**config.mk**
```make
export PLATFORM = sky130hd
export DESIGN_NAME = sti_pins
export DESIGN_NICKNAME = d
export VERILOG_FILES = /design/src/inc/sti_pkg.sv /design/src/core/sti_pins.sv /design/src/core/sti_sync.sv /design/src/core/sti_tone.sv
export SDC_FILE = /design/constraint.sdc
export NUM_CORES = 1
export LEC_CHECK = 0
export BUFFER_PORTS_ARGS = -buffer_cell sky130_fd_sc_hd__buf_2
export CAP_MARGIN = 40
export CORE_UTILIZATION = 61
export CTS_CLUSTER_SIZE = 14
export DETAILED_ROUTE_END_ITERATION = 16
export PLACE_DENSITY = 0.91
export SETUP_SLACK_MARGIN = 0.5
export SLEW_MARGIN = 20
export SYNTH_ARGS = -nofsm -noshare
export SYNTH_HDL_FRONTEND = slang
export SYNTH_SLANG_ARGS = --single-unit
```
**constraint.sdc**
```tcl
create_clock -name pclk -period 3.5 [get_ports pclk]
set_input_delay 0.525 -clock pclk [delete_from_list [all_inputs] [get_ports pclk]]
set_output_delay 0.525 -clock pclk [all_outputs]
set_load 0.01 [all_outputs]
```
**src/inc/sti_pkg.sv**
```systemverilog
`default_nettype none
package sti_pkg;

    // ************************************************************
    // Timebase
    // ************************************************************
    localparam int CLK_HZ             = 10000000;
    localparam int MS_TICK_MS         = 1;
    localparam int MS_TICK_CYC        = CLK_HZ / 1000 * MS_TICK_MS;
    localparam int LEVEL_HOLD_MS      = 20;
    localparam int LEVEL_HOLD_CYC     = LEVEL_HOLD_MS * (CLK_HZ / 1000);

    // ************************************************************
    // Tones and lamp
    // ************************************************************
    localparam int PWR_DELAY_MS       = 970;
    localparam int PWR_TONE_MS        = 400;
    localparam int PWR_TONE_HZ        = 4184;
    localparam logic [15:0] PWR_TONE_HALF  = 16'(CLK_HZ / (2 * PWR_TONE_HZ));
    localparam int GR_TONE_HZ         = 2730;
    localparam logic [15:0] GR_TONE_HALF_RST = 16'(CLK_HZ / (2 * GR_TONE_HZ));
    localparam logic [15:0] GR_TONE_MS_RST   = 16'h0050;
    localparam logic [15:0] LAMP_MS_RST      = 16'h0014;
    localparam logic [15:0] SESS_TMO_MS_RST  = 16'h1388;

    // ************************************************************
    // Register map (byte offsets)
    // ************************************************************
    localparam logic [7:0] OFS_CTRL       = 8'h00;
    localparam logic [7:0] OFS_TONE_MS    = 8'h04;
    localparam logic [7:0] OFS_TONE_HALF  = 8'h08;
    localparam logic [7:0] OFS_LAMP_MS    = 8'h0C;
    localparam logic [7:0] OFS_SESS_TMO   = 8'h10;
    localparam logic [7:0] OFS_STATUS     = 8'h14;

    // Control fields: bit0 tone, bit1 lamp, bit2 power-on tone, bit3 pulse mode
    typedef struct packed {
        logic pulse_mode;
        logic pwr_tone_en;
        logic lamp_en;
        logic tone_en;
    } sti_ctrl_t;
    localparam sti_ctrl_t CTRL_RST = 4'h7;

    // Status event bit positions
    localparam int EVT_GOOD_READ = 0;
    localparam int EVT_TIMEOUT   = 1;

    typedef enum logic [1:0] {
        ST_IDLE  = 2'b00,
        ST_HOLD  = 2'b01,
        ST_ARMED = 2'b10,
        ST_SCAN  = 2'b11
    } sti_state_t;

endpackage
`default_nettype wire

```
**src/core/sti_pins.sv**
```systemverilog
`timescale 1ns/1ps
`default_nettype none
module sti_pins
    import sti_pkg::*;
#(
    parameter int MS_CYCLES      = sti_pkg::MS_TICK_CYC,
    parameter int LEVEL_HOLD_CYC = sti_pkg::LEVEL_HOLD_CYC
) (
    input  wire logic        pclk,
    input  wire logic        presetn,
    input  wire logic        psel,
    input  wire logic        penable,
    input  wire logic        pwrite,
    input  wire logic [7:0]  paddr,
    input  wire logic [31:0] pwdata,
    output logic [31:0]      prdata,
    output logic             pready,
    output logic             pslverr,
    input  wire logic        scan_trigger_in_low,
    input  wire logic        engine_reset_in_low,
    input  wire logic        decode_ok,
    output logic             beeper_tone_out,
    output logic             good_read_lamp_out_low,
    output logic             reset_pullup_en,
    output logic             engine_reset_active,
    output logic             session_active
);
    import sti_pkg::*;

    logic        trig_q;
    logic        rst_q;
    logic        srst;
    logic        tick;
    logic [13:0] ms_cnt_reg;
    sti_ctrl_t   ctrl_reg;
    logic [15:0] tone_ms_reg;
    logic [15:0] tone_half_reg;
    logic [15:0] lamp_ms_reg;
    logic [15:0] tmo_ms_reg;
    logic [1:0]  evt_reg;
    logic [1:0]  evt_next;
    sti_state_t  state_reg;
    sti_state_t  state_next;
    logic [17:0] hold_cnt_reg;
    logic [15:0] tmo_cnt_reg;
    logic        good_read;
    logic        timeout;
    logic        lamp_on;
    logic [15:0] lamp_cnt_reg;
    logic        gr_tone_reg;
    logic [15:0] tone_cnt_reg;
    logic [10:0] pwr_cnt_reg;
    logic        pwr_tone;
    logic        tone_run;
    logic [15:0] tone_half;
    logic        access;
    logic        wr;
    logic        mapped;
    logic [31:0] rd_mux;

    // ************************************************************
    // Pin synchronisers and engine reset
    // ************************************************************
    sti_sync #(.RST_VAL(1'b1)) u_sync_trig (
        .pclk    (pclk),
        .presetn (presetn),
        .d       (scan_trigger_in_low),
        .q       (trig_q)
    );

    sti_sync #(.RST_VAL(1'b1)) u_sync_rst (
        .pclk    (pclk),
        .presetn (presetn),
        .d       (engine_reset_in_low),
        .q       (rst_q)
    );

    // Reset pin low clears all functional state, registers included
    assign srst = ~rst_q;

    // Pull-up stays on and reset status follows the pin
    always_ff @(posedge pclk or negedge presetn)
    begin
        if (!presetn)
        begin
            reset_pullup_en     <= 1'b0;
            engine_reset_active <= 1'b0;
        end
        else
        begin
            reset_pullup_en     <= 1'b1;
            engine_reset_active <= srst;
        end
    end

    // ************************************************************
    // Millisecond timebase
    // ************************************************************
    assign tick = (ms_cnt_reg == 14'(MS_CYCLES - 1));

    always_ff @(posedge pclk or negedge presetn)
    begin
        if (!presetn)
            ms_cnt_reg <= 14'h0000;
        else if (srst || tick)
            ms_cnt_reg <= 14'h0000;
        else
            ms_cnt_reg <= ms_cnt_reg + 14'h0001;
    end

    // ************************************************************
    // APB slave, one wait state
    // ************************************************************
    assign access = psel & penable & pready;
    assign wr     = access & pwrite;
    assign mapped = (paddr == OFS_CTRL) || (paddr == OFS_TONE_MS) || (paddr == OFS_TONE_HALF) ||
                    (paddr == OFS_LAMP_MS) || (paddr == OFS_SESS_TMO) || (paddr == OFS_STATUS);

    // Read multiplexer, unmapped reads give zero
    always_comb
    begin
        rd_mux = 32'h0000_0000;
        unique case (paddr)
            OFS_CTRL:      rd_mux = {28'h0000000, ctrl_reg};
            OFS_TONE_MS:   rd_mux = {16'h0000, tone_ms_reg};
            OFS_TONE_HALF: rd_mux = {16'h0000, tone_half_reg};
            OFS_LAMP_MS:   rd_mux = {16'h0000, lamp_ms_reg};
            OFS_SESS_TMO:  rd_mux = {16'h0000, tmo_ms_reg};
            OFS_STATUS:    rd_mux = {25'h0000000, evt_reg, (pwr_cnt_reg == 11'(PWR_DELAY_MS + PWR_TONE_MS)),
                                     trig_q, lamp_on, gr_tone_reg, session_active};
            default:       rd_mux = 32'h0000_0000;
        endcase
    end

    // Answer one cycle into the access phase
    always_ff @(posedge pclk or negedge presetn)
    begin
        if (!presetn)
        begin
            pready  <= 1'b0;
            pslverr <= 1'b0;
            prdata  <= 32'h0000_0000;
        end
        else
        begin
            pready  <= psel & penable & ~pready;
            pslverr <= psel & penable & ~pready & ~mapped;
            prdata  <= (psel & penable & ~pready & ~pwrite) ? rd_mux : 32'h0000_0000;
        end
    end

    // Configuration registers
    always_ff @(posedge pclk or negedge presetn)
    begin
        if (!presetn)
        begin
            ctrl_reg      <= CTRL_RST;
            tone_ms_reg   <= GR_TONE_MS_RST;
            tone_half_reg <= GR_TONE_HALF_RST;
            lamp_ms_reg   <= LAMP_MS_RST;
            tmo_ms_reg    <= SESS_TMO_MS_RST;
        end
        else if (srst)
        begin
            ctrl_reg      <= CTRL_RST;
            tone_ms_reg   <= GR_TONE_MS_RST;
            tone_half_reg <= GR_TONE_HALF_RST;
            lamp_ms_reg   <= LAMP_MS_RST;
            tmo_ms_reg    <= SESS_TMO_MS_RST;
        end
        else if (wr)
        begin
            if (paddr == OFS_CTRL)
                ctrl_reg <= pwdata[3:0];
            if (paddr == OFS_TONE_MS)
                tone_ms_reg <= pwdata[15:0];
            if (paddr == OFS_TONE_HALF)
                tone_half_reg <= pwdata[15:0];
            if (paddr == OFS_LAMP_MS)
                lamp_ms_reg <= pwdata[15:0];
            if (paddr == OFS_SESS_TMO)
                tmo_ms_reg <= pwdata[15:0];
        end
    end

    // Sticky events, write one to clear, a new event wins
    always_comb
    begin
        evt_next = evt_reg;
        if (wr && paddr == OFS_STATUS)
            evt_next = evt_reg & ~pwdata[6:5];
        if (good_read)
            evt_next[EVT_GOOD_READ] = 1'b1;
        if (timeout)
            evt_next[EVT_TIMEOUT] = 1'b1;
    end

    always_ff @(posedge pclk or negedge presetn)
    begin
        if (!presetn)
            evt_reg <= 2'b00;
        else if (srst)
            evt_reg <= 2'b00;
        else
            evt_reg <= evt_next;
    end

    // ************************************************************
    // Trigger and decode session
    // ************************************************************
    assign good_read = (state_reg == ST_SCAN) && decode_ok;
    assign timeout   = (state_reg == ST_SCAN) && ctrl_reg.pulse_mode && tick &&
                       (tmo_cnt_reg <= 16'h0001) && !decode_ok;

    // Session sequencing per trigger mode
    always_comb
    begin
        state_next = state_reg;
        unique case (state_reg)
            ST_IDLE:
                if (!trig_q)
                    state_next = ctrl_reg.pulse_mode ? ST_ARMED : ST_HOLD;
            ST_HOLD:
                if (trig_q)
                    state_next = ST_IDLE;
                else if (hold_cnt_reg == 18'(LEVEL_HOLD_CYC))
                    state_next = ST_SCAN;
            ST_ARMED:
                if (trig_q)
                    state_next = ST_SCAN;
            ST_SCAN:
                if (good_read)
                    state_next = ST_IDLE;
                else if (!ctrl_reg.pulse_mode && trig_q)
                    state_next = ST_IDLE;
                else if (timeout)
                    state_next = ST_IDLE;
        endcase
    end

    always_ff @(posedge pclk or negedge presetn)
    begin
        if (!presetn)
        begin
            state_reg      <= ST_IDLE;
            session_active <= 1'b0;
        end
        else if (srst)
        begin
            state_reg      <= ST_IDLE;
            session_active <= 1'b0;
        end
        else
        begin
            state_reg      <= state_next;
            session_active <= (state_next == ST_SCAN);
        end
    end

    // Low-time counter for level mode and timeout from release
    always_ff @(posedge pclk or negedge presetn)
    begin
        if (!presetn)
        begin
            hold_cnt_reg <= 18'h00000;
            tmo_cnt_reg  <= 16'h0000;
        end
        else if (srst)
        begin
            hold_cnt_reg <= 18'h00000;
            tmo_cnt_reg  <= 16'h0000;
        end
        else
        begin
            hold_cnt_reg <= (state_reg == ST_HOLD && !trig_q) ? hold_cnt_reg + 18'h00001 : 18'h00000;
            if (state_reg == ST_ARMED && trig_q)
                tmo_cnt_reg <= tmo_ms_reg;
            else if (tick && tmo_cnt_reg != 16'h0000)
                tmo_cnt_reg <= tmo_cnt_reg - 16'h0001;
        end
    end

    // ************************************************************
    // Good-read lamp
    // ************************************************************
    assign lamp_on = ~good_read_lamp_out_low;

    always_ff @(posedge pclk or negedge presetn)
    begin
        if (!presetn)
        begin
            good_read_lamp_out_low <= 1'b1;
            lamp_cnt_reg           <= 16'h0000;
        end
        else if (srst)
        begin
            good_read_lamp_out_low <= 1'b1;
            lamp_cnt_reg           <= 16'h0000;
        end
        else if (good_read && ctrl_reg.lamp_en)
        begin
            good_read_lamp_out_low <= 1'b0;
            lamp_cnt_reg           <= lamp_ms_reg;
        end
        else if (lamp_on && tick)
        begin
            lamp_cnt_reg <= lamp_cnt_reg - 16'h0001;
            if (lamp_cnt_reg <= 16'h0001)
                good_read_lamp_out_low <= 1'b1;
        end
    end

    // ************************************************************
    // Beeper: good-read and power-on tones
    // ************************************************************
    always_ff @(posedge pclk or negedge presetn)
    begin
        if (!presetn)
        begin
            gr_tone_reg  <= 1'b0;
            tone_cnt_reg <= 16'h0000;
        end
        else if (srst)
        begin
            gr_tone_reg  <= 1'b0;
            tone_cnt_reg <= 16'h0000;
        end
        else if (good_read && ctrl_reg.tone_en)
        begin
            gr_tone_reg  <= 1'b1;
            tone_cnt_reg <= tone_ms_reg;
        end
        else if (gr_tone_reg && tick)
        begin
            tone_cnt_reg <= tone_cnt_reg - 16'h0001;
            if (tone_cnt_reg <= 16'h0001)
                gr_tone_reg <= 1'b0;
        end
    end

    // Power-on sequence counts milliseconds up to the end of the tone
    always_ff @(posedge pclk or negedge presetn)
    begin
        if (!presetn)
            pwr_cnt_reg <= 11'h000;
        else if (srst)
            pwr_cnt_reg <= 11'h000;
        else if (tick && pwr_cnt_reg != 11'(PWR_DELAY_MS + PWR_TONE_MS))
            pwr_cnt_reg <= pwr_cnt_reg + 11'h001;
    end

    assign pwr_tone  = ctrl_reg.pwr_tone_en && (pwr_cnt_reg >= 11'(PWR_DELAY_MS)) &&
                       (pwr_cnt_reg < 11'(PWR_DELAY_MS + PWR_TONE_MS));
    assign tone_run  = gr_tone_reg | pwr_tone;
    assign tone_half = gr_tone_reg ? tone_half_reg : PWR_TONE_HALF;

    sti_tone u_tone (
        .pclk    (pclk),
        .presetn (presetn),
        .run     (tone_run),
        .half    (tone_half),
        .tone    (beeper_tone_out)
    );

    // ************************************************************
    // Checks
    // ************************************************************
    chk_tone_start: assert property (@(posedge pclk) disable iff (!presetn)
        good_read && ctrl_reg.tone_en && !srst |=> gr_tone_reg && tone_cnt_reg == $past(tone_ms_reg))
        else $error("good-read tone did not start");
    chk_tone_disabled: assert property (@(posedge pclk) disable iff (!presetn)
        $rose(gr_tone_reg) |-> $past(good_read && ctrl_reg.tone_en))
        else $error("tone started while disabled");
    chk_lamp_on_read: assert property (@(posedge pclk) disable iff (!presetn)
        good_read && ctrl_reg.lamp_en && !srst |=> !good_read_lamp_out_low)
        else $error("lamp not driven low on good read");
    chk_lamp_disabled: assert property (@(posedge pclk) disable iff (!presetn)
        $fell(good_read_lamp_out_low) |-> $past(good_read && ctrl_reg.lamp_en))
        else $error("lamp lit without enabled good read");
    chk_reset_pin: assert property (@(posedge pclk) disable iff (!presetn)
        srst |=> !session_active && good_read_lamp_out_low && engine_reset_active && !gr_tone_reg)
        else $error("reset pin did not reset engine");
    chk_pullup_held: assert property (@(posedge pclk) disable iff (!presetn)
        $past(presetn) |-> reset_pullup_en)
        else $error("pull-up released");
    chk_level_start: assert property (@(posedge pclk) disable iff (!presetn)
        $rose(session_active) && !ctrl_reg.pulse_mode |-> $past(hold_cnt_reg) == 18'(LEVEL_HOLD_CYC))
        else $error("level session started early");
    chk_level_end: assert property (@(posedge pclk) disable iff (!presetn)
        state_reg == ST_SCAN && !ctrl_reg.pulse_mode && trig_q |=> !session_active)
        else $error("level session kept after release");
    chk_pulse_start: assert property (@(posedge pclk) disable iff (!presetn)
        $rose(session_active) && ctrl_reg.pulse_mode |-> $past(state_reg == ST_ARMED && trig_q))
        else $error("pulse session without release");
    chk_timeout_quiet: assert property (@(posedge pclk) disable iff (!presetn)
        timeout && !srst |=> !session_active && !$fell(good_read_lamp_out_low) && !$rose(gr_tone_reg))
        else $error("timeout kept session or gave indication");
    chk_pwr_tone: assert property (@(posedge pclk) disable iff (!presetn)
        pwr_tone && !gr_tone_reg |-> tone_half == PWR_TONE_HALF && tone_run)
        else $error("power-on tone wrong");
endmodule
`default_nettype wire

```
**src/core/sti_sync.sv**
```systemverilog
`timescale 1ns/1ps
`default_nettype none
// Two-stage synchroniser for a pin level
module sti_sync #(
    parameter logic RST_VAL = 1'b1
) (
    input  wire logic pclk,
    input  wire logic presetn,
    input  wire logic d,
    output logic      q
);
    logic meta_reg;

    // ************************************************************
    // Synchroniser stages
    // ************************************************************
    // Only the second stage is visible outside
    always_ff @(posedge pclk or negedge presetn)
    begin
        if (!presetn)
        begin
            meta_reg <= RST_VAL;
            q        <= RST_VAL;
        end
        else
        begin
            meta_reg <= d;
            q        <= meta_reg;
        end
    end
endmodule
`default_nettype wire

```
**src/core/sti_tone.sv**
```systemverilog
`timescale 1ns/1ps
`default_nettype none
// Square-wave tone generator, half period in clock cycles
module sti_tone (
    input  wire logic        pclk,
    input  wire logic        presetn,
    input  wire logic        run,
    input  wire logic [15:0] half,
    output logic             tone
);
    logic [15:0] cnt_reg;

    // ************************************************************
    // Half-period counter and output toggle
    // ************************************************************
    // Output rests low whenever the tone is stopped
    always_ff @(posedge pclk or negedge presetn)
    begin
        if (!presetn)
        begin
            cnt_reg <= 16'h0000;
            tone    <= 1'b0;
        end
        else if (!run)
        begin
            cnt_reg <= 16'h0000;
            tone    <= 1'b0;
        end
        else if (cnt_reg + 16'h0001 >= half)
        begin
            cnt_reg <= 16'h0000;
            tone    <= ~tone;
        end
        else
        begin
            cnt_reg <= cnt_reg + 16'h0001;
        end
    end
endmodule
`default_nettype wire

```
=== After elaboration in Yosys (flattened, before gate mapping) ===
Index checks and enable logic that the tools add are counted.

* Register bits after elaboration: 223
* Bits of input ports: 48
* Output and inout port bits: 39

* Add/sub/neg operators: 7
* Magnitude comparators: 6
* Eq/ne operators: 28
* Muxes and demuxes: 59
* Bitwise logic cells: 15
* Reductions and logical operators: 36

{| class="wikitable"
|+ Operators with widths
! operator !! count
|-
| $mux 16 || 24
|-
| $pmux 16 s6 || 1
|-
| $le 16x1->1 const B || 3
|-
| $sub 16x1->16 const B || 3
|-
| $mux 18 || 2
|-
| $mux 32 || 1
|-
| $mux 11 || 2
|-
| $mux 2 || 11
|-
| $ne 3x3->1 const B || 7
|-
| $add 18x1->18 const B || 1
|-
| $eq 18x18->1 const B || 1
|-
| $logic_and 1x1->1 || 17
|-
| $add 16x1->16 const B || 1
|-
| $eq 8x4->1 const B || 2
|-
| $eq 8x5->1 const B || 2
|-
| $ge 16x16->1 || 1
|-
| $ne 2x2->1 const B || 8
|-
| $reduce_bool 16->1 || 1
|-
| $add 14x1->14 const B || 1
|-
| $eq 14x14->1 const B || 1
|-
| $mux 14 || 1
|-
| $reduce_and 2->1 || 7
|-
| $mux 1 || 13
|-
| $mux 4 || 3
|-
| 18 further kinds || 37
|}

=== Depth between registers and ports, before layout ===
* Word-level depth: 11
* Depth in mapped cells: 12

=== By module ===
From an unflattened synthesis, not the netlist that was laid out.

* Cells, all modules: 1225
* Area total of the unflattened synthesis: 11190.7 um2

{| class="wikitable"
|+ Modules (own cells, without submodules)
! module !! times used !! cells each !! area an instance (um2) !! sequential area each (um2)
|-
| sti_pins || 1 || 1089 || 9800.6 || 4679.5
|-
| sti_tone || 1 || 132 || 1285.0 || 425.4
|-
| sti_sync || 2 || 2 || 52.6 || 52.6
|}

=== Worst setup path after synthesis ===
No wires, ideal clock.

* Path kind: register to register
* From: reg u_tone.cnt_reg[2]
* To: reg u_tone.cnt_reg[10]
* Library setup time: 0.132 ns
* Arrival time: 2.474 ns
* Data required time: 3.368 ns
* Path slack: 0.894 ns
* Stages on the path, launching flop included: 11
* Path buffers: 1
* Clock period less this slack: 2.606 ns
* Cell sequence: dfrtp_1 -> nand3_1 -> nor3_1 -> nand3_1 -> xnor2_1 -> ha_1 -> and4_1 -> nand3_1 -> o211ai_1 -> clkbuf_1 -> nor2b_1

* Word-level cells in the longest chain between the ends: 4

{| class="wikitable"
|+ Ends and longest elaborated chain
! item !! RTL line !! text
|-
| start: declaration || sti_tone.sv:11 || <nowiki>logic [15:0] cnt_reg;</nowiki>
|-
| start signal: assignment || sti_tone.sv:36 || <nowiki>cnt_reg <= cnt_reg + 16'h0001;</nowiki>
|-
| $add 16x1->16 (*) || sti_tone.sv:29, sti_tone.sv:36 ||
|-
| $ge 16x16->1 || sti_tone.sv:29 || <nowiki>else if (cnt_reg + 16'h0001 >= half)</nowiki>
|-
| $mux 16 (*) || sti_tone.sv:29 ||
|-
| $mux 16 (*) || sti_tone.sv:24 || <nowiki>else if (!run)</nowiki>
|}

Every way passes the cells marked *; elsewhere a longest branch is shown, timed or not.
A chain may end at the register's enable or synchronous reset.

=== Worst setup path after layout ===
* From: reg u_tone.cnt_reg[2]
* To: reg u_tone.cnt_reg[14]

The elaborated chain is that of the path after synthesis.

==> key figures <==
Placement
  • Gp weighted congestion: 0.933
  • IO Port Bufs: 54
  • Placed cell areas: 11400 um2
  • Hpwl dp: 18.3 mm

Logic synthesis
  • Synth area leader: dfrtp_1
  • Most frequent cells after synthesis: 183 x dfrtp_1, 159 x nand2_1, 97 x nor2_1
  • Ys flop type: dfrtp_1
  • Share of the synthesized area in the top cell type: 41.9%
  • Avg Cell Area, Syn: 9.45 um2
  • Gate Count Post-Synth: 1156
  • Post-synthesis sequential area ratio: 47.7%
  • Synthesis Warnings: 0
  • Distinct cells, synth: 64
  • Ranking of synthesized cells by area: dfrtp_1 42%, dfstp_2 5.8%, nand2_1 5.5%
  • Async SR Flop Fraction: 100%
  • Post-Syn Area: 10900 um2
  • #FFs+latches synth: 207
  • Count leader, synth: dfrtp_1
  • EDFF count, synth: 0

Route
  • Drt drc: 0
  • Drt pass-1 iters: 6
  • Post-DRT Antenna Nets: 0
  • Routed WL: 28.9 mm
  • DR vias: 9537
  • First DRT Iteration DRCs: 932
  • Wire per inst: 20.0 um
  • Via density: 6.61

Timing
  • # setup viols final: 0
  • Fin. max-slew vios: 0
  • RSZ-0062 raised after global routing: no
  • WHS: 111 ps
  • Skew final: 11.6 ps
  • Min Tclk post-route: 2790 ps
  • Post-route setup TNS: 0 ps
  • Max_slew headroom: 44.1%
  • Tcrit/Tclk final: 79.7%
  • Worst-margin pin slew: 838 ps
  • Max Fclk: 359 MHz
  • Hold Vio Cnt, Final: 0

Global route
  • Most crowded layer after global routing: met2
  • Initial antenna violation count: 0
  • GRT met1 Usage: 42.8%
  • GR Util met2: 50.8%
  • Met3 Track Usage GR: 4.62%
  • GR Util All Layers: 32.1%
  • Largest net degree at the start of global routing: 109
  • First-pass GRT wire length: 46.6 mm
  • GRT overflow: 0
  • Via count of the first global-routing pass: 9184

Layout
  • Fill count: 1157
  • Post-layout util: 70.5%
  • Max reg flops: 18
  • Layout cell share with drive strength beyond 1: 14.9%
  • ANT cells: 0
  • Area grow syn2layout: 12.4%
  • Design Area, Final: 12300 um2
  • Final layout net count: 1277
  • Sequential Area: 5210 um2
  • Area of the multi-input gates: 5340 um2

Run
  • MaxCap Viol Count: 0

Pwr
  • Pwr per Cell Area: 441 nW/um2
  • Max IR drop VDD: 0.000338 V
  • Leakage: 5.39 nW
  • Power Total: 5.42 mW

CTS
  • Total CTS buffers: 23
  • Clk pin slew, worst setup/hold paths: 60 ps
  • Clock Latency Late Sink: 510 ps
  • Htree depth: 1
  • CTS Buffer Depth: 3
  • Clk root buf: clkbuf_16
  • TritonCTS clock tree: done
  • Total clock sinks: 207

Setup path
  • Crit Path Category: reg -> reg
  • Launching point of the worst reg2reg path: u_tone.cnt_reg[2]
  • Crit path max-delay family: compound AO/OA/AOI/OAI gates
  • Worst path max stage delay: 410 ps
  • Worst setup SP type: flip-flop
  • Worst-path fanout max: 8
  • Worst-path cell chain: nand3_1, nor3_1, buf_4, and3_1, xor2_1, ha_1, a21oi_1, o21ai_0, a21oi_1, o211ai_1, buf_4, nor2b_1
  • CP endpoint kind: flip-flop
  • RR Endpoint: u_tone.cnt_reg[14]
  • Reg2reg setup slack: 710 ps
  • WP data required: 3920 ps
  • Worst EP arrival: 3210 ps
  • Critical path buffers and inverters: 2
  • Slowest CP cell: dfrtp_1
  • Reg2Reg Depth: 12

Worst hold path
  • Hold path cells: 1
  • Min-Delay Endpoint: u_sync_rst.meta_reg
  • Hold path startpoint: engine_reset_in_low
  • Worst Hold Class: in -> reg

Floorplanning
  • Die Wd: 136 um
  • Core Area: 17400 um2
  • # IOs: 87
  • Num rows: 48
  • Die area: 18500 um2
  • Die Y: 136 um
  • Starting Density: 62.7%

Status
  • Status: finished, final reports clean
[metrics by stage]
stage | instances | worst slack, ps
global placement | 1391 | 368
CTS | 1437 | 744
finish | 1442 | 711
floorplan | 1171 | 894
detailed placement | 1394 | 434
global route | 1442 | 503
[per-layer routing]
metal | wire length, um | part of all wire [%]
met1 | 11200 | 39
met2 | 13500 | 47
met3 | 2660 | 9.2
met4 | 1570 | 5.4
met5 | 0 | 0
[worst reg2reg max path: cells and delay by family (launching register included)]
kind | cells | cell delay, ps
AO/OA/AOI/OAI | 4 | 780
XOR/XNOR | 1 | 190
adder cells (fa/ha/maj) | 1 | 270
buffers and inverters | 2 | 360
flip-flops | 1 | 410
AND/OR/NAND/NOR | 4 | 680
[cells by family after synthesis]
group | share of synthesized area [%]
AOI/OAI and AO/OA | 12.1
other | 0.0687
xor gates and xnor gates | 6.81
muxes | 4.10
and+or+nand+nor | 21.8
DFF | 47.7
adders and majority gates | 3.32
buffers and inverters | 4.17
[worst max path at each step]
| stage | cells past startpoint | start | end |
|---|---|---|---|
| after global placement | 10 | u_tone.cnt_reg[0] | u_tone.cnt_reg[14] |
| after detailed placement | 11 | u_tone.cnt_reg[0] | u_tone.cnt_reg[13] |
| after floorplan | 10 | u_tone.cnt_reg[2] | u_tone.cnt_reg[10] |
| after global routing | 12 | u_tone.cnt_reg[0] | u_tone.cnt_reg[14] |
| after CTS | 12 | u_tone.cnt_reg[0] | u_tone.cnt_reg[7] |
| final | 12 | u_tone.cnt_reg[2] | u_tone.cnt_reg[14] |
[report_power, final]
group | leakage (nW) | switching, mW | internal, mW
registers | 2.80 | 0.0299 | 2.42
clock network | 0.394 | 1.00 | 1.62
logic | 2.20 | 0.230 | 0.111
[layout make-up]
type                       instances  area share (%)
sequential                       207            42.4
clock inverter                    13            1.64
clock buffer                      29            5.03
timing repair buffer              84            4.46
multi-input combinational        862            43.5
inverter                          22           0.672
tap                              225            2.29
[layout by cell type, fill, tap and decap left out, types with 7 or more instances in the layout]
cell type,n
dfrtp_1,183
nand2_1,159
nor2_1,96
a21oi_1,86
buf_2,53
nand3_1,51
o21ai_0,50
xnor2_1,44
xor2_1,40
nand4_1,30
ha_1,29
dfstp_2,24
nor4_1,23
clkbuf_16,23
nor3_1,22
nor2b_1,22
buf_4,22
inv_1,21
mux2i_1,20
conb_1,17
a22oi_1,15
mux2_2,14
a22o_1,12
and3_1,11
a211oi_1,9
or4_1,9
a31oi_1,8
nand3b_1,7
or3_1,7
[repair_timing]
action,4_1_cts,5_1_grt
endpoints found under the hold margin,0,13
resized for setup,0,2
hold buffers,0,1
setup buffers,1,0
setup endpoints to repair,8,16
pin swaps,1,1
No activity file was read; power rests on OpenSTA's default activity.
